### config.mk
export PLATFORM = sky130hd
export DESIGN_NAME = afp_ctrl
export DESIGN_NICKNAME = d
export VERILOG_FILES = /design/src/verilog/afp_pkg.sv /design/src/verilog/afp_fault_if.sv /design/src/verilog/afp_ctrl.sv /design/src/verilog/afp_sync.sv
export SDC_FILE = /design/constraint.sdc
export NUM_CORES = 1
export LEC_CHECK = 0
export BUFFER_PORTS_ARGS = -buffer_cell sky130_fd_sc_hd__buf_2
export CORE_UTILIZATION = 45
export CTS_BUF_LIST = sky130_fd_sc_hd__clkbuf_8
export CTS_CLUSTER_SIZE = 24
export DETAILED_ROUTE_END_ITERATION = 10
export HOLD_SLACK_MARGIN = 0.02
export PLACE_DENSITY = 0.74
export SYNTH_ARGS = -nofsm -noshare
export SYNTH_HDL_FRONTEND = slang
export SYNTH_HIERARCHICAL = 1
export SYNTH_SLANG_ARGS = --single-unit
### constraint.sdc
create_clock -name ref_clk -period 1.8 [get_ports ref_clk]
set_input_delay 0.36 -clock ref_clk [delete_from_list [all_inputs] [get_ports ref_clk]]
set_output_delay 0.36 -clock ref_clk [all_outputs]
set_load 0.05 [all_outputs]
### src/verilog/afp_pkg.sv
// constants and types shared by the fault protection controller
package afp_pkg;
  localparam int unsigned CLK_HZ         = 200_000_000;
  // overload persistence time in microseconds
  localparam int unsigned OVLD_US        = 1250;
  localparam longint unsigned OVLD_CYC_L =
    (longint'(OVLD_US) * longint'(CLK_HZ) + 64'd999_999) / 64'd1_000_000;
  localparam int unsigned OVLD_CYCLES    = int'(OVLD_CYC_L);
  localparam int unsigned CNT_W          = 20;
  localparam logic [CNT_W-1:0] CNT_ZERO  = 20'h0_0000;
  localparam logic [CNT_W-1:0] CNT_ONE   = 20'h0_0001;

  typedef enum logic [2:0] {
    AFP_ST_OFF  = 3'b001,
    AFP_ST_RUN  = 3'b010,
    AFP_ST_LTCH = 3'b100
  } afp_state_e;
endpackage : afp_pkg

### src/verilog/afp_fault_if.sv
// fault indications passed from the synchroniser to the controller
`timescale 1ns/1ps
interface afp_fault_if;
  logic uv_gate;
  logic uv_logic;
  logic ot_warn;
  logic ot_err;
  logic overcurrent;
  logic rst_in_n;
  modport src (output uv_gate, uv_logic, ot_warn, ot_err, overcurrent,
               rst_in_n);
  modport dst (input uv_gate, uv_logic, ot_warn, ot_err, overcurrent,
               rst_in_n);
endinterface : afp_fault_if

### src/verilog/afp_ctrl.sv
// fault protection and error reporting of the amplifier power stage
`timescale 1ns/1ps
module afp_ctrl (
  input  wire logic ref_clk,
  input  wire logic nrst,
  input  wire logic uv_gate_drive_supply,
  input  wire logic uv_logic_supply,
  input  wire logic overtemp_warn_flag,
  input  wire logic overtemp_error,
  input  wire logic overcurrent,
  input  wire logic reset_pin_n,
  output logic      stage_enable,
  output logic      current_limit,
  output logic      shutdown_fault_n_out,
  output logic      shutdown_fault_n_oe,
  output logic      overtemp_warn_n_out,
  output logic      overtemp_warn_n_oe,
  output logic      overload_protection
);
  typedef struct packed {
    logic                        rs1;
    logic                        rs2;
    afp_pkg::afp_state_e         state;
    logic [afp_pkg::CNT_W-1:0]   ovld_cnt;
    logic                        rst_prev;
    logic                        en;
    logic                        shdn_oe;
    logic                        warn_oe;
    logic                        ilim;
  } afp_ctrl_s;

  afp_ctrl_s st_q;
  afp_ctrl_s st_d;
  logic      rst_n;
  logic      any_fault;
  logic      uv;

  afp_fault_if flt ();

  afp_sync u_sync (
    .ref_clk (ref_clk),
    .rst_n   (rst_n),
    .pins    ({reset_pin_n, overcurrent, overtemp_error, overtemp_warn_flag,
               uv_logic_supply, uv_gate_drive_supply}),
    .flt     (flt)
  );

  assign rst_n = st_q.rs2;

  always_comb begin
    st_d     = st_q;
    st_d.rs1 = 1'b1;
    st_d.rs2 = st_q.rs1;
    uv       = flt.uv_gate | flt.uv_logic;
    any_fault = 1'b0;
    st_d.rst_prev = flt.rst_in_n;
    unique case (st_q.state)
      afp_pkg::AFP_ST_OFF: begin
        st_d.ovld_cnt = afp_pkg::CNT_ZERO;
        if (!uv && flt.rst_in_n) begin
          st_d.state = afp_pkg::AFP_ST_RUN;
        end
      end
      afp_pkg::AFP_ST_RUN: begin
        if (flt.overcurrent) begin
          if (st_q.ovld_cnt == afp_pkg::CNT_W'(afp_pkg::OVLD_CYCLES - 1)) begin
            st_d.state    = afp_pkg::AFP_ST_LTCH;
            st_d.ovld_cnt = afp_pkg::CNT_ZERO;
          end else begin
            st_d.ovld_cnt = st_q.ovld_cnt + afp_pkg::CNT_ONE;
          end
        end else begin
          st_d.ovld_cnt = afp_pkg::CNT_ZERO;
        end
        if (uv || flt.ot_err || !flt.rst_in_n) begin
          st_d.state = afp_pkg::AFP_ST_OFF;
        end
      end
      afp_pkg::AFP_ST_LTCH: begin
        st_d.ovld_cnt = afp_pkg::CNT_ZERO;
        if (flt.rst_in_n && !st_q.rst_prev) begin
          st_d.state = afp_pkg::AFP_ST_OFF;
        end
      end
    endcase
    // faults are decoded here and reach the stage through the registered enable one cycle later
    any_fault = uv | flt.ot_err | (st_d.state == afp_pkg::AFP_ST_LTCH);
    st_d.en   = (st_d.state == afp_pkg::AFP_ST_RUN) && !any_fault
                && flt.rst_in_n;
    st_d.ilim = flt.overcurrent && (st_d.state == afp_pkg::AFP_ST_RUN);
    st_d.shdn_oe = flt.rst_in_n && any_fault;
    st_d.warn_oe = flt.rst_in_n && (flt.ot_warn || flt.ot_err);
  end

  always_ff @(posedge ref_clk or negedge nrst) begin
    if (!nrst) begin
      st_q <= '{rs1: 1'b0, rs2: 1'b0, state: afp_pkg::AFP_ST_OFF,
                ovld_cnt: afp_pkg::CNT_ZERO, rst_prev: 1'b0, en: 1'b0,
                shdn_oe: 1'b0, warn_oe: 1'b0, ilim: 1'b0};
    end else begin
      st_q <= st_d;
    end
  end

  assign stage_enable         = st_q.en;
  assign current_limit        = st_q.ilim;
  assign shutdown_fault_n_out = 1'b0;
  assign shutdown_fault_n_oe  = st_q.shdn_oe;
  assign overtemp_warn_n_out  = 1'b0;
  assign overtemp_warn_n_oe   = st_q.warn_oe;
  assign overload_protection  = (st_q.state == afp_pkg::AFP_ST_LTCH);
endmodule : afp_ctrl

### src/verilog/afp_sync.sv
// two-flop synchroniser for detector and reset pin inputs
`timescale 1ns/1ps
module afp_sync (
  input  wire logic ref_clk,
  input  wire logic rst_n,
  input  wire logic [5:0] pins,
  afp_fault_if.src  flt
);
  typedef struct packed {
    logic [5:0] s1;
    logic [5:0] s2;
  } afp_sync_s;

  afp_sync_s st_q;
  afp_sync_s st_d;

  always_comb begin
    st_d    = st_q;
    st_d.s1 = pins;
    st_d.s2 = st_q.s1;
  end

  always_ff @(posedge ref_clk or negedge rst_n) begin
    if (!rst_n) begin
      st_q <= '{s1: 6'h00, s2: 6'h00};
    end else begin
      st_q <= st_d;
    end
  end

  assign flt.uv_gate     = st_q.s2[0];
  assign flt.uv_logic    = st_q.s2[1];
  assign flt.ot_warn     = st_q.s2[2];
  assign flt.ot_err      = st_q.s2[3];
  assign flt.overcurrent = st_q.s2[4];
  assign flt.rst_in_n    = st_q.s2[5];
endmodule : afp_sync
==> out/metrics.sh, run 1 <==
DETAILEDPLACEMENTHPWL_MM=2.463
AVGROUTEDWIREPERCELL_UM=13.84
CRITICAL_PATH.REG2REG.ENDPOINT='st_q[21]'
YS.FLOP_TYPE='dfrtp_1'
LARGEST_VOLTAGE_DROP_ON_THE_VDD_NET_uV=692.3
CRITICAL_PATH_REQUIRED_PS=1970
WORSTPATHMAXFANOUT=19
FINAL_PERIOD_UTIL=1.100
TRACK_USAGE=0.1877
AREA_OF_THE_MULTI_INPUT_GATES_UM2=720.7
FILLERS=314
NUMCLOCKSINKS=42
WORST_SKEW_PAIR.LATE_LATENCY_PS=300
REMAINING_DRC_ERRORS=0
TIMING.CRITICAL_PATH.TO_TYPE='register'
SETUP_WS_PS=-180.8
SEQ_AREA_FRAC_SYNTH=0.5816
CPPEAKSTAGEDELAY_PS=550
TIGHTESTPINTRANSITION_PS=667.2
SEQCELLAREA_MM2=0.001052
WL_ON_MET1_MM=1.514
GRT_OVERFLOW_TOTAL=0
SYNTH_ASYNC_SR_FLOP_SHARE=1.000
PLACEMENT.CELL_AREA_MM2=0.002037
PORT-BUFFER-COUNT=12
CORE-AREA_MM2=0.003771
PIN_COUNT_OF_THE_BIGGEST_NET_ENTERING_GLOBAL_ROUTING=31
POSTLAYOUTCOREUTIL=0.5670
TOP_LAYER='met4'
FLOORPLAN.DIE_AREA_MM2=0.004278
SYNTH_TOP_CELL_AREA_SHARE=0.5671
DIE_HEIGHT_UM=65.41
PWR_DENSITY_CELL_mW_PER_MM2=894.4
FIN_WORST_HOLD_SLACK_PS=80.70
VIAS_PER_CELL=5.476
CRITPATHSLOWESTCELL='or4_4'
FINAL_AREA_MM2=0.002138
REG2REG_DEPTH=5
SYNTH_AREA_LEADER_CELL='dfrtp_1'
DETAIL_ROUTE.ITER0.VIOLATIONS=102
POSTSYNTHCELLCOUNT=166
FINALCLOCKSKEW_PS=3.471
LARGEST_REGISTER_FF_COUNT=24
CP-STARTPOINT='st_q[11]'
CTS_INSERTED_BUFFERS=5
POST_SYNTH_INSTANCE_AREA_MM2=0.001809
FINALSETUPVIOLCOUNT=23
TIMING.MAX_SLEW.REL_SLACK=0.5552
OUTCOME='complete, but fails checks'
CTS_TREE='yes'
LARGEST_REGISTER_BY_FLOP_COUNT='st_q'
DIODES=0
GRT_SETUP_UNREPAIRED='yes'
DEPTH_OF_THE_CTS_H_TREE=2
REPORT.POWER.TOTAL_mW=1.912
PATH_CLASS='reg -> reg'
POST-ROUTE-MIN-PERIOD_PS=1981
NNETSFINAL=206
AREA_GROWTH_PCT=18.19
SYNTH-EDFF-COUNT=0
VIA_COUNT=1347
IOS=15
DIE_W_UM=65.41
START_KIND='register'
CTS_ROOT_BUFFER='clkbuf_8'
PLACEMENT_ROWS=22
POST_ROUTE_ANT_NETS=0
REG2REG_SLACK_PS=-180
SYNTH_AREA_PER_CELL_UM2=10.90
MET2_LENGTH_MM=1.742
VIOLATIONS_IN_THE_FINAL_REPORTS='setup timing'
PLACE.GP.CONGESTION=0.8569
CLK_PIN_SLEW_PS=90
FIRST_GLOBAL_VIAS=1330
SETUP.WORST_PATH.END='st_q[21]'
INITIAL_CORE_UTIL=0.4798
CRIT-REG2REG-LAUNCH='st_q[11]'
REPORT.FINAL.HOLD_VIOL_COUNT=0
WORSTPATHCELLLIST='or4b_4 > or4_4 > o21bai_4 > buf_12 > a21oi_1'
MAXSLEWVIOLCOUNT=0
YOSYSUNIQUECELLTYPES=38
HOLD_CLASS='in -> async'
DETAIL_ROUTE.FIRST_PASS.ITERATIONS=4
TOP_AREA_CELLS_IN_THE_SYNTHESIZED_NETLIST='dfrtp_1 57%, nor2_1 5.0%, xor2_1 3.9%'
CLOCK.FMAX_MHz=504.9
GRT_PASS1_WL_MM=6.030
CRITICAL_PATH_ARRIVAL_PS=2150
NUMBER_OF_ANTENNA_VIOLATIONS_AT_THE_FIRST_CHECK_IN_GLOBAL_ROUTING=0
YOSYS_REG_BITS=42
FINAL_LAYOUT_SIZE_SUFFIX_GT1_FRAC=0.2222
TOTALWIRELENGTH_MM=3.404
ROUTED_LENGTH_ON_MET3_UM=102
P_LEAK_nW=0.9264
CLOCKBUFFERDEPTH=2
DRV.MAX_CAP_VIOLATION_COUNT=0
FINAL_LAYOUT_SETUP_TOTAL_NEGATIVE_SLACK_PS=-3526
SYNTH_WARNINGS=6
-- worst max-delay path: cells and delay by family (launching register included) --
family	cells	cell delay, ps
DFF	1	400
AOI/OAI and AO/OA	2	210
buffers and inverters	1	160
and+or+nand+nor	2	1090
-- routing by layer --
layer,vias to the layer above,track usage
met5,-,0
met1,675,0.2417
li1,646,-
met2,22,0.2977
met4,0,0.08152
met3,4,0.04861
-- placed cells by master, fill, tap and decap left out, types with 2 or more instances in the layout --
cell	count
xnor2_1	5
clkbuf_8	5
o31ai_1	5
inv_1	4
and4_1	3
buf_4	15
conb_1	3
a21oi_1	8
xor2_1	8
buf_2	12
or4_1	5
or3_1	3
nor2b_1	2
o21ai_0	8
nor2_1	24
nand2_1	7
nor3_1	2
nand4_1	5
nand3_1	7
dfrtp_1	41
and3_1	2
nor4_1	3
-- area by class of cell --
cell class,count,area share
Sequential cell,42,0.4921
Multi-Input combinational cell,116,0.3370
Timing Repair Buffer,28,0.09011
Clock buffer,5,0.03218
Tap cell,48,0.02809
Clock inverter,3,0.01346
Inverter,4,0.007022
-- synth_stat cells (2+ instances only) --
master / number
dfrtp_1: 41
nor2_1: 24
a21oi_1: 8
o21ai_0: 8
xor2_1: 8
nand2_1: 7
nand3_1: 7
nand4_1: 5
o31ai_1: 5
or4_1: 5
xnor2_1: 5
inv_1: 4
and4_1: 3
nor4_1: 3
or3_1: 3
and3_1: 2
buf_4: 2
clkbuf_1: 2
conb_1: 2
nor2b_1: 2
nor3_1: 2
nor3b_1: 2
-- report_power, final --
| group | leakage (nW) | internal (mW) | switching (mW) |
|---|---|---|---|
| registers | 0.544 | 0.997 | 0.0600 |
| logic | 0.332 | 0.0725 | 0.133 |
| clock network | 0.0506 | 0.290 | 0.360 |
| total | 0.926 | 1.36 | 0.553 |
-- timing repair --
item	CTS	global route
setup endpoints to repair	23	23
hold buffers	0	0
setup buffers	0	0
resized for setup	1	0
-- metrics by stage --
| stage | std cells | setup WS, ps |
|---|---|---|
| floorplan | 167 | -226.3 |
| global placement | 238 | -127.3 |
| detailed placement | 238 | -180.4 |
| CTS | 246 | -183.0 |
| global route | 246 | -232.3 |
| finish | 246 | -180.8 |
-- how the worst min path moves through the flow --
stage	to	startpoint	cells past startpoint
after floorplan	current_limit	nrst	0
after global routing	st_q[7]	nrst	1
after global placement	u_sync/st_d[4]	rst_n	0
after detailed placement	u_sync/st_d[4]	rst_n	0
after CTS	st_d[28]	nrst	1
final	st_d[28]	nrst	1
-- cells by family (layout without fill, tap and decap cells) --
logic type	Yosys count	after routing	share of synthesized area
AND/OR/NAND/NOR	74	74	0.2268
flip-flops	42	42	0.5816
AO/OA/AOI/OAI	25	25	0.09060
XOR/XNOR	13	13	0.06293
buffers and inverters	9	40	0.02697
other	2	3	0.004151
adder cells (fa/ha/maj)	1	1	0.006915
(Power assumes the default switching activity.)
==> run 2: changes to the inputs <==
--- a/config.mk
+++ b/config.mk
@@ -10,6 +10,7 @@
 export CTS_BUF_LIST = sky130_fd_sc_hd__clkbuf_8
 export CTS_CLUSTER_SIZE = 24
 export DETAILED_ROUTE_END_ITERATION = 10
+export GPL_TIMING_DRIVEN = 0
 export HOLD_SLACK_MARGIN = 0.02
 export PLACE_DENSITY = 0.74
 export SYNTH_ARGS = -nofsm -noshare
==> run 2 against run 1 <==
  * The run still ends with setup timing left
  * Final area is 0.29% lower
  * Critical path depth is the same
  * Highest routed layer unchanged
  * Largest power group unchanged
  * Combinational power increased by 4%
  * Non-clock buffer count fell by 4
  * Largest cell class unchanged
  * Critical endpoint is now st_q[10]
  * Register-to-register slack lost 30 ps
  * Maximum frequency shrank 1.7%
  * Clock power increased by 35%
==> out/metrics.sh, run 2 (synthesis gave the netlist of run 1 again) <==
PLACEMENT.CELL_AREA_MM2=0.001938
FIN_WORST_HOLD_SLACK_PS=90.01
DETAIL_ROUTE.ITER0.VIOLATIONS=100
DETAILEDPLACEMENTHPWL_MM=2.304
IOS=15
DRV.MAX_CAP_VIOLATION_COUNT=0
DEPTH_OF_THE_CTS_H_TREE=2
VIAS_PER_CELL=5.686
FINAL_PERIOD_UTIL=1.120
LAYOUT.CELLS.MOST_COMMON_LIST='41 x dfrtp_1, 24 x nor2_1, 12 x buf_2, 9 x buf_4'
CELLINTERNALPOWER_mW=1.633
TIMING.MAX_SLEW.REL_SLACK=0.5546
SETUP_WS_PS=-215.4
FINAL_LAYOUT_SIZE_SUFFIX_GT1_FRAC=0.1959
TRACK_USAGE=0.1836
FINAL_LAYOUT_SETUP_TOTAL_NEGATIVE_SLACK_PS=-4552
FINAL_AREA_MM2=0.002132
DETAIL_ROUTE.FIRST_PASS.ITERATIONS=4
FINALCLOCKSKEW_PS=5.110
GRT_SETUP_UNREPAIRED='yes'
VIA_COUNT=1376
REMAINING_DRC_ERRORS=0
PORT-BUFFER-COUNT=12
FLOORPLAN.DIE_AREA_MM2=0.004278
INITIAL_CORE_UTIL=0.4798
HOLD_CLASS='in -> async'
TOTALWIRELENGTH_MM=3.397
AREA_GROWTH_PCT=17.84
WORST_SKEW_PAIR.LATE_LATENCY_PS=300
CRITICAL_PATH_ARRIVAL_PS=2200
NUMCLOCKSINKS=42
CRITICAL_PATH_REQUIRED_PS=1990
GRT_PASS1_WL_MM=5.733
DIE_W_UM=65.41
CTS_INSERTED_BUFFERS=5
REG2REG_SLACK_PS=-220
NUMBER_OF_ANTENNA_VIOLATIONS_AT_THE_FIRST_CHECK_IN_GLOBAL_ROUTING=0
PATH_CLASS='reg -> reg'
CORE-AREA_MM2=0.003771
AVGROUTEDWIREPERCELL_UM=14.04
SWSHARE=0.2392
OUTCOME='complete, but fails checks'
POST_ROUTE_ANT_NETS=0
PWR-SHARE-SEQ=0.491
MAXSLEWVIOLCOUNT=0
PIN_COUNT_OF_THE_BIGGEST_NET_ENTERING_GLOBAL_ROUTING=31
TIMING.CRITICAL_PATH.TO_TYPE='register'
FIRST_GLOBAL_VIAS=1336
POWER.CLOCK.FRACTION=0.409
CLOCK.FMAX_MHz=496.2
CP-STARTPOINT='st_q[10]'
PLACE.GP.CONGESTION=0.8270
CRIT-REG2REG-LAUNCH='st_q[10]'
REPORT.POWER.TOTAL_mW=2.146
PWR_DENSITY_CELL_mW_PER_MM2=1006
CTS_TREE='yes'
LARGEST_REGISTER_BY_FLOP_COUNT='st_q'
DIE_HEIGHT_UM=65.41
POWER_FRAC_COMB=0.100
POST-ROUTE-MIN-PERIOD_PS=2015
START_KIND='register'
GRT_OVERFLOW_TOTAL=0
CLOCKBUFFERDEPTH=2
FINALSETUPVIOLCOUNT=23
TIGHTESTPINTRANSITION_PS=668.0
REPORT.FINAL.HOLD_VIOL_COUNT=0
CLK_PIN_SLEW_PS=80
VIOLATIONS_IN_THE_FINAL_REPORTS='setup timing'
FINAL_CELL_COUNT_NO_FILL=242
FINAL_COMMON_CELL='dfrtp_1'
WORSTPATHMAXFANOUT=7
LARGEST_REGISTER_FF_COUNT=24
LARGEST_VOLTAGE_DROP_ON_THE_VDD_NET_uV=605.9
NNETSFINAL=202
NETSWITCHINGPOWER_mW=0.5132
POST-PLACE-CELLS=227
CTS_ROOT_BUFFER='clkbuf_8'
P_LEAK_nW=0.9106
PLACEMENT_ROWS=22
DIODES=0
run 2: changes by cell type in the layout (fill, tap and decap cells not counted):
cell / change
buf_4: -6
bufinv_16: +2
clkbuf_1: +2
buf_12: -1
buf_6: +1
inv_6: -1
inv_8: -1
run 2: final timing paths:
check	to	cells past startpoint
setup reg to reg	st_q[10]	5
setup / recovery	st_q[10]	5
min in group ref_clk	u_sync/st_d[4]	1
hold reg to reg	u_sync/flt.uv_logic	0
hold / removal	overtemp_warn_n_oe	1
max in group asynchronous	st_q[24]	1
run 2: timing repair:
action                                  CTS  global route
resized for setup                         1             0
pin swaps                                 1             1
buffers inserted                          6             1
endpoints found under the setup margin   23            23
endpoints found under the hold margin     0             0
hold buffers                              0             0
run 2: stage by stage:
stage	setup slack, ps	utilization
after floorplan	-226.3	-
after global placement	-389.3	0.5139
after detailed placement	-433.8	0.5139
after CTS	-243.4	0.5634
after global routing	-264.0	0.5654
final	-215.4	0.5654
run 2: routing by layer:
| layer | vias to the layer above | routed length (µm) | global-route usage |
|---|---|---|---|
| li1 | 635 | - | - |
| met1 | 680 | 1462 | 0.2095 |
| met2 | 47 | 1639 | 0.2899 |
| met3 | 14 | 173 | 0.05556 |
| met4 | 0 | 122 | 0.1332 |
| met5 | - | 0 | 0 |
run 2: power by group through the flow:
stage               combinational (mW)  sequential, mW  clock [mW]
global placement                 0.191            1.07           0
floorplan                        0.124            1.08           0
CTS                              0.213            1.05       0.903
detailed placement               0.200            1.07           0
global route                     0.242            1.07       0.933
finish                           0.214            1.05       0.877
run 2: critical path, cell delays in order (launching register included):
cell	delay (ps)
dfrtp_1	480
or3_1	400
or4_1	570
o21bai_4	230
buf_4	170
nor2_1	50
run 2: layout make-up:
| cell class | count | area [µm²] |
|---|---|---|
| buffer | 5 | 33.78 |
| multi-input combinational | 116 | 720.7 |
| timing repair buffer | 19 | 112.6 |
| clock inverter | 3 | 68.82 |
| inverter | 4 | 15.01 |
| tap | 48 | 60.06 |
| fill | 308 | 1639 |
| sequential | 42 | 1052 |
| clock buffer | 5 | 68.82 |
